`src/rsu_pkg.sv`:
```
// Package of constants for the remote upgrade image selector.
// Assumes a single 40 MHz system clock and an APB master of 32-bit data.
package rsu_pkg;

  // ---------------------------------------------------------------------
  // Register offsets
  // ---------------------------------------------------------------------
  localparam logic [7:0] OFS_CONTROL  = 8'h00;
  localparam logic [7:0] OFS_PARAM    = 8'h04;
  localparam logic [7:0] OFS_PAGE     = 8'h08;
  localparam logic [7:0] OFS_STATUS   = 8'h0C;
  localparam logic [7:0] OFS_IRQ_STAT = 8'h10;
  localparam logic [7:0] OFS_IRQ_MASK = 8'h14;
  localparam logic [7:0] OFS_ADDR     = 8'h18;

  // ---------------------------------------------------------------------
  // Parameter selector codes and field positions
  // ---------------------------------------------------------------------
  localparam logic [2:0] SEL_STATUS   = 3'h0;
  localparam logic [2:0] SEL_ILL_1    = 3'h1;
  localparam logic [2:0] SEL_WD_VALUE = 3'h2;
  localparam logic [2:0] SEL_WD_EN    = 3'h3;
  localparam logic [2:0] SEL_PAGE     = 3'h4;
  localparam logic [2:0] SEL_APP_FLAG = 3'h5;
  localparam logic [2:0] SEL_ILL_6    = 3'h6;
  localparam logic [2:0] SEL_ILL_7    = 3'h7;

  localparam int CTL_RECONFIG  = 0;
  localparam int CTL_READ      = 1;
  localparam int CTL_WRITE     = 2;
  localparam int CTL_AS_SCHEME = 3;
  localparam int CTL_DENS_LO   = 4;
  localparam int PAR_SEL_LO    = 12;
  localparam int PAR_DATA_W    = 12;

  localparam int IRQ_ERR    = 0;
  localparam int IRQ_WDOG   = 1;
  localparam int IRQ_DONE   = 2;
  localparam int IRQ_CRC    = 3;
  localparam int IRQ_W      = 4;

  // Density codes: 0 -> 64 Mbit, 1 -> 16 Mbit, 2 -> 4 Mbit.
  localparam logic [1:0] DENS_64 = 2'h0;
  localparam logic [1:0] DENS_16 = 2'h1;
  localparam logic [1:0] DENS_4  = 2'h2;

  localparam logic [11:0] RST_WD_VALUE = 12'h000;
  localparam logic [6:0]  RST_PAGE     = 7'h00;
  localparam logic [23:0] FACTORY_ADDR = 24'h000000;
  localparam int          READ_LAT     = 2;

  typedef enum logic [1:0]
  {
    ST_IDLE = 2'b00,
    ST_BUSY = 2'b01,
    ST_LOAD = 2'b10
  } rsu_state_t;

endpackage

```
`src/rsu_image_select.sv`:
```
// Image selection logic with an APB register file.
// Assumes synchronous inputs and an external controller on the pins.
//
// The implementer's own choices: the APB interface to the registers and the address map.
`timescale 1ns/10ps

module rsu_image_select
  import rsu_pkg::*;
(
  input  wire logic        CLK_SYS_I,
  input  wire logic        RESET_N_I,
  input  wire logic        PSEL_I,
  input  wire logic        PENABLE_I,
  input  wire logic        PWRITE_I,
  input  wire logic [7:0]  PADDR_I,
  input  wire logic [31:0] PWDATA_I,
  output logic      [31:0] PRDATA_O,
  output logic             PREADY_O,
  output logic             PSLVERR_O,
  input  wire logic        ERROR_STATUS_LINE_N_I,
  input  wire logic        CONFIGURATION_COMPLETE_I,
  input  wire logic        CRC_ERROR_I,
  input  wire logic        USER_WATCHDOG_RESET_I,
  input  wire logic        WATCHDOG_TIMEOUT_I,
  input  wire logic        SHIFT_DATA_I,
  output logic             SHIFT_DATA_O,
  output logic             CORE_RESET_O,
  output logic [2:0]       PAGE_SELECT_LINES_O,
  output logic             PAGE_SELECT_LINES_OE_O,
  output logic [23:0]      FLASH_START_ADDRESS_O,
  output logic             LOAD_REQ_O,
  output logic             IRQ_O
);

  // ---------------------------------------------------------------------
  // State
  // ---------------------------------------------------------------------
  rsu_state_t  state, next_state;
  logic [31:0] control, next_control;
  logic [11:0] wd_value, next_wd_value;
  logic        wd_en, next_wd_en;
  logic [6:0]  page, next_page;
  logic        app_flag, next_app_flag;
  logic [4:0]  cause, next_cause;
  logic [11:0] par_data, next_par_data;
  logic [1:0]  lat, next_lat;
  logic [IRQ_W-1:0] irq_stat, next_irq_stat;
  logic [IRQ_W-1:0] irq_mask, next_irq_mask;
  logic [23:0] start_addr, next_start_addr;
  logic        err_q, next_err_q;
  logic [31:0] prdata, next_prdata;
  logic [IRQ_W-1:0] events;

  logic wr_en;
  logic rd_en;
  logic fail;
  logic [2:0] sel;

  assign wr_en = PSEL_I & PENABLE_I & PWRITE_I;
  assign rd_en = PSEL_I & PENABLE_I & ~PWRITE_I;
  assign sel   = control[PAR_SEL_LO +: 3];

  // Falling error line
  // A held-low line counts once, on its falling edge.
  assign events[IRQ_ERR]  = err_q & ~ERROR_STATUS_LINE_N_I;
  assign events[IRQ_WDOG] = WATCHDOG_TIMEOUT_I & wd_en;
  assign events[IRQ_DONE] = CONFIGURATION_COMPLETE_I & (state == ST_LOAD);
  assign events[IRQ_CRC]  = CRC_ERROR_I;
  // Fallback always on
  // There is no option to disable fallback; every failure loads FACTORY_ADDR, but in the page scheme the page lines keep page[2:0].
  assign fail = |{events[IRQ_ERR], events[IRQ_WDOG], events[IRQ_CRC]};

  function automatic logic [23:0] page_to_addr(input logic [6:0] pg,
                                               input logic [1:0] dens);
    logic [23:0] a;
    a = 24'h000000;
    if (dens == DENS_16)
      a = {3'h0, pg[4:0], 16'h0000};
    else if (dens == DENS_4)
      a = {5'h00, pg[2:0], 16'h0000};
    else
      a = {1'b0, pg, 16'h0000};
    return a;
  endfunction

  function automatic logic [11:0] param_value(input logic [2:0] s,
                                              input logic [4:0] c,
                                              input logic [11:0] wv,
                                              input logic we,
                                              input logic [6:0] pg,
                                              input logic af);
    logic [11:0] v;
    v = 12'h000;
    if (s == SEL_STATUS)
      v = {7'h00, c};
    else if (s == SEL_WD_VALUE)
      v = wv;
    else if (s == SEL_WD_EN)
      v = {11'h000, we};
    else if (s == SEL_PAGE)
      v = {5'h00, pg};
    else if (s == SEL_APP_FLAG)
      v = {11'h000, af};
    return v;
  endfunction

  // ---------------------------------------------------------------------
  // Next state
  // ---------------------------------------------------------------------
  always_comb
  begin
    next_state      = state;
    next_control    = control;
    next_wd_value   = wd_value;
    next_wd_en      = wd_en;
    next_page       = page;
    next_app_flag   = app_flag;
    next_cause      = cause;
    next_par_data   = par_data;
    next_lat        = lat;
    next_start_addr = start_addr;
    next_err_q      = ERROR_STATUS_LINE_N_I;
    next_irq_mask   = irq_mask;
    next_irq_stat   = irq_stat;
    next_prdata     = prdata;
    next_control[CTL_RECONFIG] = 1'b0;
    next_control[CTL_READ]     = 1'b0;
    next_control[CTL_WRITE]    = 1'b0;
    if (wr_en && PADDR_I == OFS_CONTROL)
      next_control = PWDATA_I;
    else if (wr_en && PADDR_I == OFS_IRQ_MASK)
      next_irq_mask = PWDATA_I[IRQ_W-1:0];
    else if (wr_en && PADDR_I == OFS_IRQ_STAT)
      next_irq_stat = irq_stat & ~PWDATA_I[IRQ_W-1:0];
    // Set wins over a clear in the same cycle.
    next_irq_stat = next_irq_stat | events;
    case (state)
      ST_IDLE:
      begin
        if (control[CTL_READ])
        begin
          next_state = ST_BUSY;
          next_lat   = 2'(READ_LAT - 1);
        end
        else if (control[CTL_WRITE] && !app_flag)
        begin
          // Flag not writable
          // Writes reach only factory-writable fields.
          if (sel == SEL_WD_VALUE)
            next_wd_value = control[31:20];
          else if (sel == SEL_WD_EN)
            next_wd_en = control[20];
          else if (sel == SEL_PAGE)
            next_page = control[26:20];
        end
        else if (control[CTL_RECONFIG])
        begin
          next_state = ST_LOAD;
          next_app_flag = 1'b1;
          next_start_addr = page_to_addr(page, control[CTL_DENS_LO +: 2]);
        end
      end
      ST_BUSY:
      begin
        if (lat == 2'h0)
        begin
          next_par_data = param_value(sel, cause, wd_value, wd_en,
                                      page, app_flag);
          next_state = ST_IDLE;
        end
        else
          next_lat = lat - 2'h1;
      end
      ST_LOAD:
      begin
        if (CONFIGURATION_COMPLETE_I)
          next_state = ST_IDLE;
      end
      default:
        next_state = ST_IDLE;
    endcase
    if (fail)
    begin
      next_app_flag   = 1'b0;
      next_start_addr = FACTORY_ADDR;
      next_state      = ST_LOAD;
      next_cause      = {1'b0, events[IRQ_WDOG], 1'b0,
                         events[IRQ_ERR], events[IRQ_CRC]};
    end
    next_prdata = 32'h00000000;
    if (PSEL_I && !PWRITE_I)
    begin
      if (PADDR_I == OFS_CONTROL)
        next_prdata = control;
      else if (PADDR_I == OFS_PARAM)
        next_prdata = {20'h00000, par_data};
      else if (PADDR_I == OFS_PAGE)
        next_prdata = {25'h0000000, page};
      else if (PADDR_I == OFS_STATUS)
        next_prdata = {24'h000000, 3'h0, app_flag, cause[3:0]} |
                      {30'h00000000, state == ST_BUSY, 1'b0} << 8;
      else if (PADDR_I == OFS_IRQ_STAT)
        next_prdata = {28'h0000000, irq_stat};
      else if (PADDR_I == OFS_IRQ_MASK)
        next_prdata = {28'h0000000, irq_mask};
      else if (PADDR_I == OFS_ADDR)
        next_prdata = {8'h00, start_addr};
    end
  end

  always_ff @(posedge CLK_SYS_I or negedge RESET_N_I)
  begin
    if (!RESET_N_I)
    begin
      state      <= ST_IDLE;
      control    <= 32'h00000000;
      wd_value   <= RST_WD_VALUE;
      wd_en      <= 1'b0;
      page       <= RST_PAGE;
      app_flag   <= 1'b0;
      cause      <= 5'h00;
      par_data   <= 12'h000;
      lat        <= 2'h0;
      start_addr <= FACTORY_ADDR;
      err_q      <= 1'b1;
      irq_stat   <= 4'h0;
      irq_mask   <= 4'h0;
      prdata     <= 32'h00000000;
    end
    else
    begin
      state      <= next_state;
      control    <= next_control;
      wd_value   <= next_wd_value;
      wd_en      <= next_wd_en;
      page       <= next_page;
      app_flag   <= next_app_flag;
      cause      <= next_cause;
      par_data   <= next_par_data;
      lat        <= next_lat;
      start_addr <= next_start_addr;
      err_q      <= next_err_q;
      irq_stat   <= next_irq_stat;
      irq_mask   <= next_irq_mask;
      prdata     <= next_prdata;
    end
  end

  // ---------------------------------------------------------------------
  // Outputs
  // ---------------------------------------------------------------------
  // Setup-phase read capture gives a zero-wait access phase.
  assign PRDATA_O  = prdata;
  assign PREADY_O  = 1'b1;
  assign PSLVERR_O = 1'b0;
  assign IRQ_O     = |(irq_stat & irq_mask);
  assign SHIFT_DATA_O = SHIFT_DATA_I ^ app_flag;
  assign CORE_RESET_O = fail | USER_WATCHDOG_RESET_I;
  assign PAGE_SELECT_LINES_O    = control[CTL_AS_SCHEME] ? 3'h0 : page[2:0];
  assign PAGE_SELECT_LINES_OE_O = ~control[CTL_AS_SCHEME];
  assign FLASH_START_ADDRESS_O  = control[CTL_AS_SCHEME] ? start_addr :
                                  24'h000000;
  assign LOAD_REQ_O = (state == ST_LOAD);
endmodule

```
`config.mk`:
```
export PLATFORM = sky130hd
export DESIGN_NAME = rsu_image_select
export DESIGN_NICKNAME = d
export VERILOG_FILES = /design/src/rsu_pkg.sv /design/src/rsu_image_select.sv
export SDC_FILE = /design/constraint.sdc
export NUM_CORES = 1
export LEC_CHECK = 0
export ABC_AREA = 1
export BUFFER_PORTS_ARGS = -buffer_cell sky130_fd_sc_hd__clkbuf_2
export CELL_PAD_IN_SITES_DETAIL_PLACEMENT = 2
export CELL_PAD_IN_SITES_GLOBAL_PLACEMENT = 2
export CORE_UTILIZATION = 30
export CTS_CLUSTER_DIAMETER = 200
export DETAILED_ROUTE_END_ITERATION = 10
export GPL_TIMING_DRIVEN = 0
export PLACE_DENSITY = 0.84
export SYNTH_ARGS = -nofsm -noshare
export SYNTH_HDL_FRONTEND = slang
export SYNTH_SLANG_ARGS = --single-unit
export TNS_END_PERCENT = 100
```
`constraint.sdc`:
```
create_clock -name CLK_SYS_I -period 2.65 [get_ports CLK_SYS_I]
set_input_delay 0.3975 -clock CLK_SYS_I [delete_from_list [all_inputs] [get_ports CLK_SYS_I]]
set_output_delay 0.3975 -clock CLK_SYS_I [all_outputs]
set_load 0.05 [all_outputs]
```
# == Word level (Yosys, flattened, before mapping) ==
# Index checks and enable logic that the tools add are counted.
# totals
regBits,137
ram_bits,0
input_bits,51
latchBits,0
mem_bits_ro,0
mem_count,0
elab_cells,121
# op_classes
n_addsub,1
bitwise,18
order_cmp,0
reduce_logical,24
n_mux,41
mul,0
eq_ne,22
div_mod_pow,0
shifts,0
# ops
op,n
24-bit 2-to-1 mux,12
32-bit 2-to-1 mux,2
23-bit 2-to-1 mux,2
8-bit by 5-bit equality test with 1-bit output (second input constant),3
12-bit 2-to-1 mux,2
8-bit by 4-bit equality test with 1-bit output (second input constant),2
2-bit 2-to-1 mux,8
7-bit 2-to-1 mux,2
4-bit 2-to-1 mux,3
4-bit AND reduction,3
5-bit by 10-bit OR with 10-bit output,1
4-bit bitwise AND,2
8-bit by 3-bit equality test with 1-bit output (second input constant),1
8-bit zero test,1
4-bit != test (second input constant),2
3-bit by 2-bit equality test with 1-bit output (second input constant),2
3-bit equality test (second input constant),2
1-bit 2-to-1 mux,6
3-bit 2-to-1 mux,2
2-bit != test (second input constant),3
1-bit NOT,6
2-bit case mux with 3 select lines,1
6-bit AND reduction,1
2-bit nonzero test,3
21 further kinds,34

# == Logic depth before layout (Yosys ltp) ==
# Gate-level depths: netlist (run 1).
# logic_depth
word_depth,9
depth_mapped,12

# == Worst setup path before layout (run 1) ==
# Ideal clock, no wire load.
# synth_timing
kind,input port to output port
from,input port ERROR_STATUS_LINE_N_I
to,output port CORE_RESET_O
required_ns,2.253
path_slack_ns,0.931
n_path_buf,0
arrival_time_ns,1.322
path_stages,6
cell_sequence,inv_1 -> nand2_1 -> nand2_1 -> a21oi_1 -> inv_1 -> or2_2
# synth_via
elab_chain_cells,4
# synth_rtl
element,line_no,rtl
start: declaration,rsu_image_select.sv:20,"input wire logic ERROR_STATUS_LINE_N_I,"
1-bit NOT,rsu_image_select.sv:65,assign events[IRQ_ERR] = err_q & ~ERROR_STATUS_LINE_N_I;
1-bit bitwise AND,rsu_image_select.sv:65,
3-bit OR reduction,rsu_image_select.sv:71,"assign fail = |{events[IRQ_ERR], events[IRQ_WDOG], events[IRQ_CRC]};"
1-bit OR,rsu_image_select.sv:258,assign CORE_RESET_O = fail | USER_WATCHDOG_RESET_I;
end: declaration,rsu_image_select.sv:27,"output logic CORE_RESET_O,"
# No other way between the ends.

# == Worst setup path after layout (run 1) ==
# layout_timing
from,register err_q
to,output port CORE_RESET_O
# layout_via
elab_chain_cells,3
# layout_rtl
element,line_no,rtl
start: declaration,rsu_image_select.sv:50,"logic err_q, next_err_q;"
start signal: assignment,rsu_image_select.sv:242,err_q <= next_err_q;
1-bit bitwise AND,rsu_image_select.sv:65,
3-bit OR reduction,rsu_image_select.sv:71,
1-bit OR,rsu_image_select.sv:258,
# No other way between the ends.

==> results of run 1 <==
-- cell usage in the layout (no fill, tap or decap), drive strengths merged --
| cell | count |
|---|---|
| nor2 | 49 |
| or2 | 1 |
| conb | 19 |
| clkinv | 7 |
| bufinv | 5 |
| o21ai | 57 |
| dfrtp | 119 |
| dlygate4sd3 | 1 |
| o31ai | 2 |
| nor3 | 15 |
| buf | 33 |
| nand3b | 1 |
| nand3 | 21 |
| ha | 1 |
| dfstp | 1 |
| nand2 | 147 |
| clkbuf | 121 |
| o22ai | 1 |
| a21oi | 42 |
| mux2 | 12 |
| a31oi | 2 |
| xor2 | 1 |
| o211ai | 2 |
| a41oi | 1 |
| inv | 78 |
| nand4 | 3 |
| clkinvlp | 1 |
-- metrics by stage --
stage          hold slack, ns  std cells  utilization, %  area [sq um]  setup WS [ns]
3_3_place_gp            0.463        934            35.7          6220         -0.621
4_1_cts                0.0504        968            39.7          6920          0.227
2_1_floorplan           0.102        612               -          5450          0.931
5_1_grt                0.0542        968            39.7          6920          0.152
3_5_place_dp            0.369        935            35.9          6260          0.293
6_report               0.0623        968            39.7          6920          0.260
-- layout make-up --
cell class                 instances  share of cell area, %
clock inverter                    14                   3.22
inverter                          77                   4.17
sequential                       120                   43.4
multi-input combinational        377                   27.3
timing repair buffer              99                   7.68
tap                              225                   4.07
buffer                            38                   3.92
clock buffer                      18                   6.20
-- registers in the layout (all words and copies together) (netlist names), 3 cells and up --
name / cells
page: 7
par_data: 12
start_addr: 7
irq_mask: 4
cause: 3
irq_stat: 4
wd_value: 12
control: 32
PRDATA_O: 32
-- critical path: cells and delay by family, from the launching register on --
family	cells	cell delay, ns
buffers and inverters	2	0.43
AND/OR/NAND/NOR	3	0.49
AO/OA/AOI/OAI	1	0.29
flip-flops	1	0.36
-- metal layers --
metal  vias up  global-route usage, %  routed length, um  part of all wire, %
met5         -                      0                  0                    0
met4         0                   8.27                389                  2.1
met3        27                   4.14                648                  3.5
met2       113                   37.9               9550                   52
met1      2301                   25.8               7800                   42
li1       2128                      -                  -                    -
-- cell usage after synthesis, types with 2 or more instances --
cell type,n,area [sq um]
nor3_1,14,70.1
dfrtp_1,119,2980
nand3_1,20,100
a31oi_1,2,12.5
buf_6,5,56.3
o21ai_0,29,145
inv_1,70,263
o31ai_1,2,15.0
nor2_1,38,143
inv_2,6,22.5
clkbuf_1,6,22.5
buf_4,23,173
mux2_4,12,180
nand2_1,142,533
nor2_4,6,67.6
nor2_2,5,31.3
a21oi_1,35,175
o211ai_1,2,15.0
o21ai_1,27,135
nand2_2,4,25.0
a21oi_2,7,61.3
buf_2,4,20.0
nand4_1,3,18.8
conb_1,2,7.51
-- report_power, final --
| part | switching, W | total [W] | internal, W |
|---|---|---|---|
| Combinational | 0.000214 | 0.000298 | 0.0000843 |
| Sequential | 0.0000145 | 0.00186 | 0.00185 |
| Clock | 0.000915 | 0.00259 | 0.00168 |
| Total | 0.00114 | 0.00475 | 0.00361 |
-- logic make-up after synthesis --
family          count (synthesis)  synth area share, %
buf+inv                       115                 10.4
other cells                     2                0.139
fa+ha+maj                       1                0.232
xor+xnor                        1                0.163
simple gates                  237                 19.2
mux                            12                 3.34
compound gates                107                 10.8
flops                         120                 55.7
-- what timing repair did --
action | 4_1_cts | 5_1_grt
endpoints found under the setup margin | 1 | 0
hold buffers | 1 | 0
hold endpoints to repair | 44 | 0
resized for setup | 1 | 0
-- worst max path at each step --
| stage | to | slack [ns] | cells after the start |
|---|---|---|---|
| finish | CORE_RESET_O | 0.26 | 6 |
| global route | CORE_RESET_O | 0.15 | 6 |
| CTS | CORE_RESET_O | 0.23 | 6 |
| detailed placement | CORE_RESET_O | 0.29 | 8 |
| global placement | control[11] | -0.62 | 1 |
| floorplan | CORE_RESET_O | 0.93 | 6 |
==> reports/results.txt, run 1 <==
Avg Synthesized Cell Area: 9.06 sq um
final hold violation count: 0
cell repeated most along the worst path: nand2_1
via density per instance: 4.72
Initial Utilization: 30.9%
I/O pins: 117
Post-synth EDFFs: 0
synthesized area: 5390 sq um
Yosys reg bits: 120
hold path cells: 1
crit path cell chain: nand2_1, nand2_1, a21oi_2, inv_1, or2_2, clkbuf_2
Chip Width: 136 um
FF-to-FF End: wd_value[4]
first-pass GRT wire length: 29400 um
drt drc: 0
All-Layer GR Usage: 21.6%
Hold WC Path Type: in2reg
Crit path largest cell delay: 0.36 ns
port bufs: 97
CP endpoint kind: output port
Worst Path Required: 2.25 ns
area of the multi-input gates: 1890 sq um
post-DP HPWL: 12900 um
WHS Endpoint: err_q
total chip power: 0.00475 W
Core ar.: 17400 sq um
# nets final: 782
CTS clk-pin slew, worst paths: 0.05 ns
die area: 18500 sq um
Clk Latency, worst-skew pair: 0.43 ns
number of post-CTS setup repair buffers: 0
setup TNS: 0 ns
Initial DRC Count: 141
num rows: 48
worst reg-to-reg path cell count: 7
total gr overflow: 0
CP Data Arrival Time: 1.99 ns
Area growth syn-to-layout: 28.4%
leakage: 3.59 nW
Yosys Warn Count: 0
H-Tree Depth: 4
register area: 3000 sq um
CP max-delay cell: dfstp_2
CTS Buf Count: 17
Startpoint Class: flop
largest net degree at the start of global routing: 76
ys async rst share: 100%
ANT nets after route: 0
final setup fails: 0
Fill cells: 1950
CTS tree: done
Clock Skew: 0.0110 ns
drt pass-1 iters: 4
layout cell share with drive strength beyond 1: 28.0%
Max Root-Sink Buffers: 2
Reg2Reg Setup Slack: 0.88 ns
post-synthesis sequential area ratio: 55.7%
Max Fclk: 418 MHz
crit path max fanout: 4
ys flop type: dfrtp_1
cells after synthesis: 595
Max rail drop VDD: 469 uV
clk sinks: 120
Slew @ Worst Pin: 0.684 ns
Total Wirelength: 18400 um
vias: 4569
routability congestion estimate: 0.821
clock period minus worst slack: 2.39 ns
RSZ-0062 raised after global routing: false
Cell Pwr Density: 687 nW/um^2
WL/cell: 19.0 um
Die Ht: 136 um
initial antenna violation count: 0
final worst-path cycle share: 90.2%
reg-to-reg startpoint: state[0]
root buffer cell: clkbuf_16
Hold Crit Start: ERROR_STATUS_LINE_N_I
synth unique cells: 36
slew margin rel.: 54.4%
vias in the first global route: 5320
number of max-cap violations: 0
Slew Viols, Final: 0
diode count: 0
critical setup path kind: reg2out
Critical Path Start: err_q
outcome: complete, no violations
(Power assumes the default switching activity.)
==> run 2: changes to the inputs <==
PLACE_DENSITY = 0.78   (was 0.84)
clock period = 2.75 ns   (was 2.65 ns; I/O delays follow)
==> reports/results.txt, run 2 (same netlist as run 1, synthesis figures left out) <==
Top Family by Delay on Critical Path: simple AND/OR/NAND/NOR gates (unchanged)
setup TNS: 0 ns (unchanged)
num rows: 48 (unchanged)
crit path cell chain: nand2_1, nand2_1, a21oi_1, inv_1, or2_2, clkbuf_2 (was nand2_1, nand2_1, a21oi_2, inv_1, or2_2, clkbuf_2)
Non-Filler Instances: 965 (was 968)
placed insts: 935 (unchanged)
RSZ-0062 raised after global routing: false (unchanged)
Combinational Power Share: 6.7% (was 6.3%)
vias in the first global route: 5134 (was 5320)
drt drc: 0 (unchanged)
Slew @ Worst Pin: 0.740 ns (was 0.684 ns)
first-pass GRT wire length: 28400 um (was 29400 um)
drt pass-1 iters: 4 (unchanged)
ANT nets after route: 0 (unchanged)
number of post-CTS setup repair buffers: 0 (unchanged)
CP max-delay cell: a21oi_1 (was dfstp_2)
Sequential Power Share: 42.0% (was 39.2%)
Startpoint Class: flop (unchanged)
CP Data Arrival Time: 2.13 ns (was 1.99 ns)
die area: 18500 sq um (unchanged)
via density per instance: 4.67 (was 4.72)
hold_buf cts: 1 (unchanged)
Max Root-Sink Buffers: 2 (unchanged)
net switching power: 0.00103 W (was 0.00114 W)
Area growth syn-to-layout: 26.8% (was 28.4%)
grt met2 use: 36.1% (was 37.9%)
Clock Skew: 0.00724 ns (was 0.0110 ns)
gr busiest metal: met2 (unchanged)
vias: 4504 (was 4569)
initial antenna violation count: 0 (unchanged)
largest net degree at the start of global routing: 71 (was 76)
Fill cells: 1963 (was 1950)
cell repeated most along the worst path: nand2_1 (unchanged)
Max rail drop VDD: 424 uV (was 469 uV)
routability congestion estimate: 0.781 (was 0.821)
Cell Pwr Density: 626 nW/um^2 (was 687 nW/um^2)
Die Ht: 136 um (unchanged)
Internal: 0.00325 W (was 0.00361 W)
I/O pins: 117 (unchanged)
root buffer cell: clkbuf_16 (unchanged)
slew margin rel.: 50.7% (was 54.4%)
clk sinks: 120 (unchanged)
commonest non-fill, non-tap cell in the layout: nand2_1 (unchanged)
crit path max fanout: 4 (unchanged)
Core ar.: 17400 sq um (unchanged)
GRT met3 Usage: 4.10% (was 4.14%)
layout cell share with drive strength beyond 1: 27.6% (was 28.0%)
final hold violation count: 0 (unchanged)
H-Tree Depth: 4 (unchanged)
CTS Buf Count: 17 (unchanged)
clock period minus worst slack: 2.54 ns
diode count: 0 (unchanged)
Total Wirelength: 17800 um (was 18400 um)
final setup fails: 0 (unchanged)
# nets final: 782 (unchanged)
CTS clk-pin slew, worst paths: 0.05 ns (about the same)
CTS resizes: 0 (was 1)
Initial DRC Count: 147 (was 141)
outcome: complete, no violations (unchanged)
Hold WC Path Type: in2reg (unchanged)
All-Layer GR Usage: 20.9% (was 21.6%)
Switching Share: 24.1% (was 24.0%)
number of max-cap violations: 0 (unchanged)
Crit path largest cell delay: 0.44 ns (was 0.36 ns)
critical setup path kind: reg2out (unchanged)
WL/cell: 18.4 um (was 19.0 um)
highest-count cells in the layout ignoring fill and taps: 142 x nand2_1, 119 x dfrtp_1, 96 x clkbuf_2 (unchanged)
total gr overflow: 0 (unchanged)
Max Fclk: 393 MHz
CP endpoint kind: output port (unchanged)
port bufs: 97 (unchanged)
post-DP HPWL: 13100 um (was 12900 um)
leakage: 3.55 nW (was 3.59 nW)
CTS tree: done (unchanged)
Worst Path Required: 2.34 ns (was 2.25 ns)
clock power share: 51.3% (was 54.5%)
final worst-path cycle share: 92.5%
Chip Width: 136 um (unchanged)
Clk Latency, worst-skew pair: 0.42 ns (was 0.43 ns)
Initial Utilization: 30.9% (unchanged)
Post-Route Utilization: 39.3% (was 39.7%)
worst path bufs/invs: 2 (unchanged)
met1 global-route usage: 25.4% (was 25.8%)
Slew Viols, Final: 0 (unchanged)
-- run 2: cell types whose count changed in the layout (fill, tap and decap cells not counted), sizes merged --
cell / delta
clkinvlp: +1
clkinv: -2
clkbuf: +3
inv: -2
bufinv: -3
-- run 2: area by class of cell --
cell class	count	area, sq um	area share, %
multi-input combinational	377	1890	27.6
sequential	120	3000	43.9
inverter	77	289	4.23
buffer	38	272	3.97
timing repair buffer	99	532	7.78
clock inverter	8	98.8	1.45
clock buffer	21	470	6.88
tap	225	282	4.12
-- run 2: final timing paths --
check / start / to / slack, ns / depth (start not counted)
max: err_q / CORE_RESET_O / 0.21 / 6
min reg2reg: par_data[11] / par_data[11] / 0.49 / 2
min: ERROR_STATUS_LINE_N_I / err_q / 0.09 / 1
max reg2reg: err_q / start_addr[20] / 1.01 / 7
min in group asynchronous: RESET_N_I / lat[1] / 0.53 / 2
max in group asynchronous: RESET_N_I / control[9] / 1.51 / 3
-- run 2: worst register-to-register path, delay by kind of cell, from the launching register on --
kind                   cells  cell delay, ns
flip-flops                 1            0.36
buffers and inverters      1            0.28
AND/OR/NAND/NOR            3            0.33
AO/OA/AOI/OAI              3            0.71
-- run 2: per-layer routing --
layer	wire (um)	share of wire [%]
met5	0	0
met3	555	3.1
met2	8860	50
met1	7980	45
met4	382	2.1
-- run 2: per-stage QoR --
stage | area (sq um) | total power [W] | hold slack [ns] | setup WS [ns]
2_1_floorplan | 5450 | 0.00199 | 0.117 | 1.00
3_3_place_gp | 6220 | 0.00210 | 0.462 | -0.571
3_5_place_dp | 6260 | 0.00211 | 0.405 | 0.464
4_1_cts | 6840 | 0.00432 | 0.0784 | 0.201
5_1_grt | 6840 | 0.00442 | 0.0761 | 0.0812
6_report | 6840 | 0.00428 | 0.0904 | 0.205
-- run 2: power by group through the flow --
| stage | Clock [W] | Combinational [W] | Sequential, W |
|---|---|---|---|
| 6_report | 0.00220 | 0.000286 | 0.00180 |
| 5_1_grt | 0.00231 | 0.000312 | 0.00180 |
| 4_1_cts | 0.00224 | 0.000291 | 0.00180 |
| 3_5_place_dp | 0 | 0.000286 | 0.00183 |
| 3_3_place_gp | 0 | 0.000270 | 0.00183 |
| 2_1_floorplan | 0 | 0.000165 | 0.00182 |
==> run 3: changes to the inputs <==
RECOVER_POWER = 100   (was unset)
==> reports/results.txt, run 3 (same netlist as run 1, synthesis figures left out) <==
Initial Utilization: 30.9% (unchanged)
worst reg-to-reg path cell count: 7 (unchanged)
highest-count cells in the layout ignoring fill and taps: 145 x nand2_1, 119 x dfrtp_1, 72 x inv_1 (was 142 x nand2_1, 119 x dfrtp_1, 96 x clkbuf_2)
CP Data Arrival Time: 2.03 ns (was 2.13 ns)
Fill cells: 2012 (was 1963)
Cell Pwr Density: 645 nW/um^2 (was 626 nW/um^2)
Top Family by Delay on Critical Path: simple AND/OR/NAND/NOR gates (unchanged)
Area growth syn-to-layout: 23.1% (was 26.8%)
crit path cell chain: nand2_1, nand2_1, a21oi_1, inv_1, or2_2, clkbuf_2 (unchanged)
slew margin rel.: 5.37% (was 50.7%)
Max Fclk: 410 MHz (was 393 MHz)
CTS resizes: 0 (unchanged)
hold path cells: 1 (unchanged)
number of max-cap violations: 0 (unchanged)
root buffer cell: clkbuf_16 (unchanged)
# nets final: 782 (unchanged)
clock period minus worst slack: 2.44 ns (was 2.54 ns)
Slew @ Worst Pin: 1.42 ns (was 0.740 ns)
CP max-delay cell: dfstp_2 (was a21oi_1)
RSZ-0062 raised after global routing: false (unchanged)
routability congestion estimate: 0.781 (unchanged)
setup TNS: 0 ns (unchanged)
Max rail drop VDD: 425 uV (was 424 uV)
Hold WS: 0.0900 ns (was 0.0904 ns)
pre-CTS WS: 0.464 ns (unchanged)
CTS Buf Count: 17 (unchanged)
largest net degree at the start of global routing: 71 (unchanged)
vias in the first global route: 5134 (unchanged)
H-Tree Depth: 4 (unchanged)
CP Depth: 6 (unchanged)
All-Layer GR Usage: 20.9% (unchanged)
Startpoint Class: flop (unchanged)
Clock Skew: 0.00936 ns (was 0.00724 ns)
CP endpoint kind: output port (unchanged)
Total Wirelength: 17900 um (was 17800 um)
worst setup margin: 0.312 ns (was 0.205 ns)
CTS tree: done (unchanged)
port bufs: 97 (unchanged)
die area: 18500 sq um (unchanged)
final hold violation count: 0 (unchanged)
Crit path largest cell delay: 0.36 ns (was 0.44 ns)
cell repeated most along the worst path: nand2_1 (unchanged)
num rows: 48 (unchanged)
final setup fails: 0 (unchanged)
crit path max fanout: 4 (unchanged)
clk sinks: 120 (unchanged)
commonest non-fill, non-tap cell in the layout: nand2_1 (unchanged)
hold_buf cts: 1 (unchanged)
Max Root-Sink Buffers: 2 (unchanged)
WL/cell: 18.5 um (was 18.4 um)
first-pass GRT wire length: 28400 um (unchanged)
vias: 4490 (was 4504)
initial antenna violation count: 0 (unchanged)
number of post-CTS setup repair buffers: 0 (unchanged)
Die Ht: 136 um (unchanged)
total gr overflow: 0 (unchanged)
outcome: complete, no violations (unchanged)
post-DP HPWL: 13100 um (unchanged)
CTS clk-pin slew, worst paths: 0.05 ns (about the same)
drt drc: 0 (unchanged)
layout cell share with drive strength beyond 1: 16.1% (was 27.6%)
Slew Viols, Final: 0 (unchanged)
Clk Latency, worst-skew pair: 0.42 ns (about the same)
Chip Width: 136 um (unchanged)
ANT nets after route: 0 (unchanged)
Core ar.: 17400 sq um (unchanged)
leakage: 3.30 nW (was 3.55 nW)
drt pass-1 iters: 4 (unchanged)
final worst-path cycle share: 88.6% (was 92.5%)
Initial DRC Count: 126 (was 147)
via density per instance: 4.65 (was 4.67)
Post-Route Utilization: 38.1% (was 39.3%)
diode count: 0 (unchanged)
I/O pins: 117 (unchanged)
Worst Path Required: 2.34 ns (about the same)
worst path bufs/invs: 2 (unchanged)
critical setup path kind: reg2out (unchanged)
Hold WC Path Type: in2reg (unchanged)
run 3: cell count changes in the layout (fill, tap and decap cells not counted), sizes merged:
| cell | before | now |
|---|---|---|
| clkbuf | 124 | 136 |
| buf | 33 | 21 |
run 3: final timing paths:
path                                  startpoint      endpoint  slack, ns
max                                        err_q  CORE_RESET_O       0.31
max reg2reg                             state[0]   wd_value[7]       0.93
max in group asynchronous              RESET_N_I    control[9]       0.88
min in group asynchronous              RESET_N_I        lat[1]       0.88
min reg2reg                         par_data[11]  par_data[11]       0.49
min                        ERROR_STATUS_LINE_N_I         err_q       0.09
run 3: cell type report:
class / count / area (sq um) / share of cell area (%)
multi-input cells: 377 / 1810 / 27.3
repair buffers: 99 / 460 / 6.94
clock inverters: 8 / 98.8 / 1.49
clock buffers: 21 / 470 / 7.09
flip-flops and latches: 120 / 3000 / 45.3
plain buffers: 38 / 218 / 3.28
well taps: 225 / 282 / 4.24
inverters: 77 / 289 / 4.36
run 3: report_power, final:
| group | switching [W] | internal, W | leakage (nW) |
|---|---|---|---|
| registers | 0.0000139 | 0.00178 | 1.56 |
| clock network | 0.000819 | 0.00138 | 0.277 |
| logic | 0.000202 | 0.0000739 | 1.46 |
run 3: routing by layer:
layer	vias up	global-route usage, %	routed length, um	share of wire (%)
met5	-	0	0	0
li1	2114	-	-	-
met3	24	4.10	618	3.5
met2	103	36.1	8930	50
met4	0	8.52	310	1.7
met1	2249	25.4	8000	45
run 3: per-stage QoR:
step	std cells	cell area (sq um)	total power, W
final	965	6630	0.00428
after global routing	965	6630	0.00441
after CTS	965	6840	0.00432
after detailed placement	935	6260	0.00211
after global placement	934	6220	0.00210
after floorplan	612	5450	0.00199
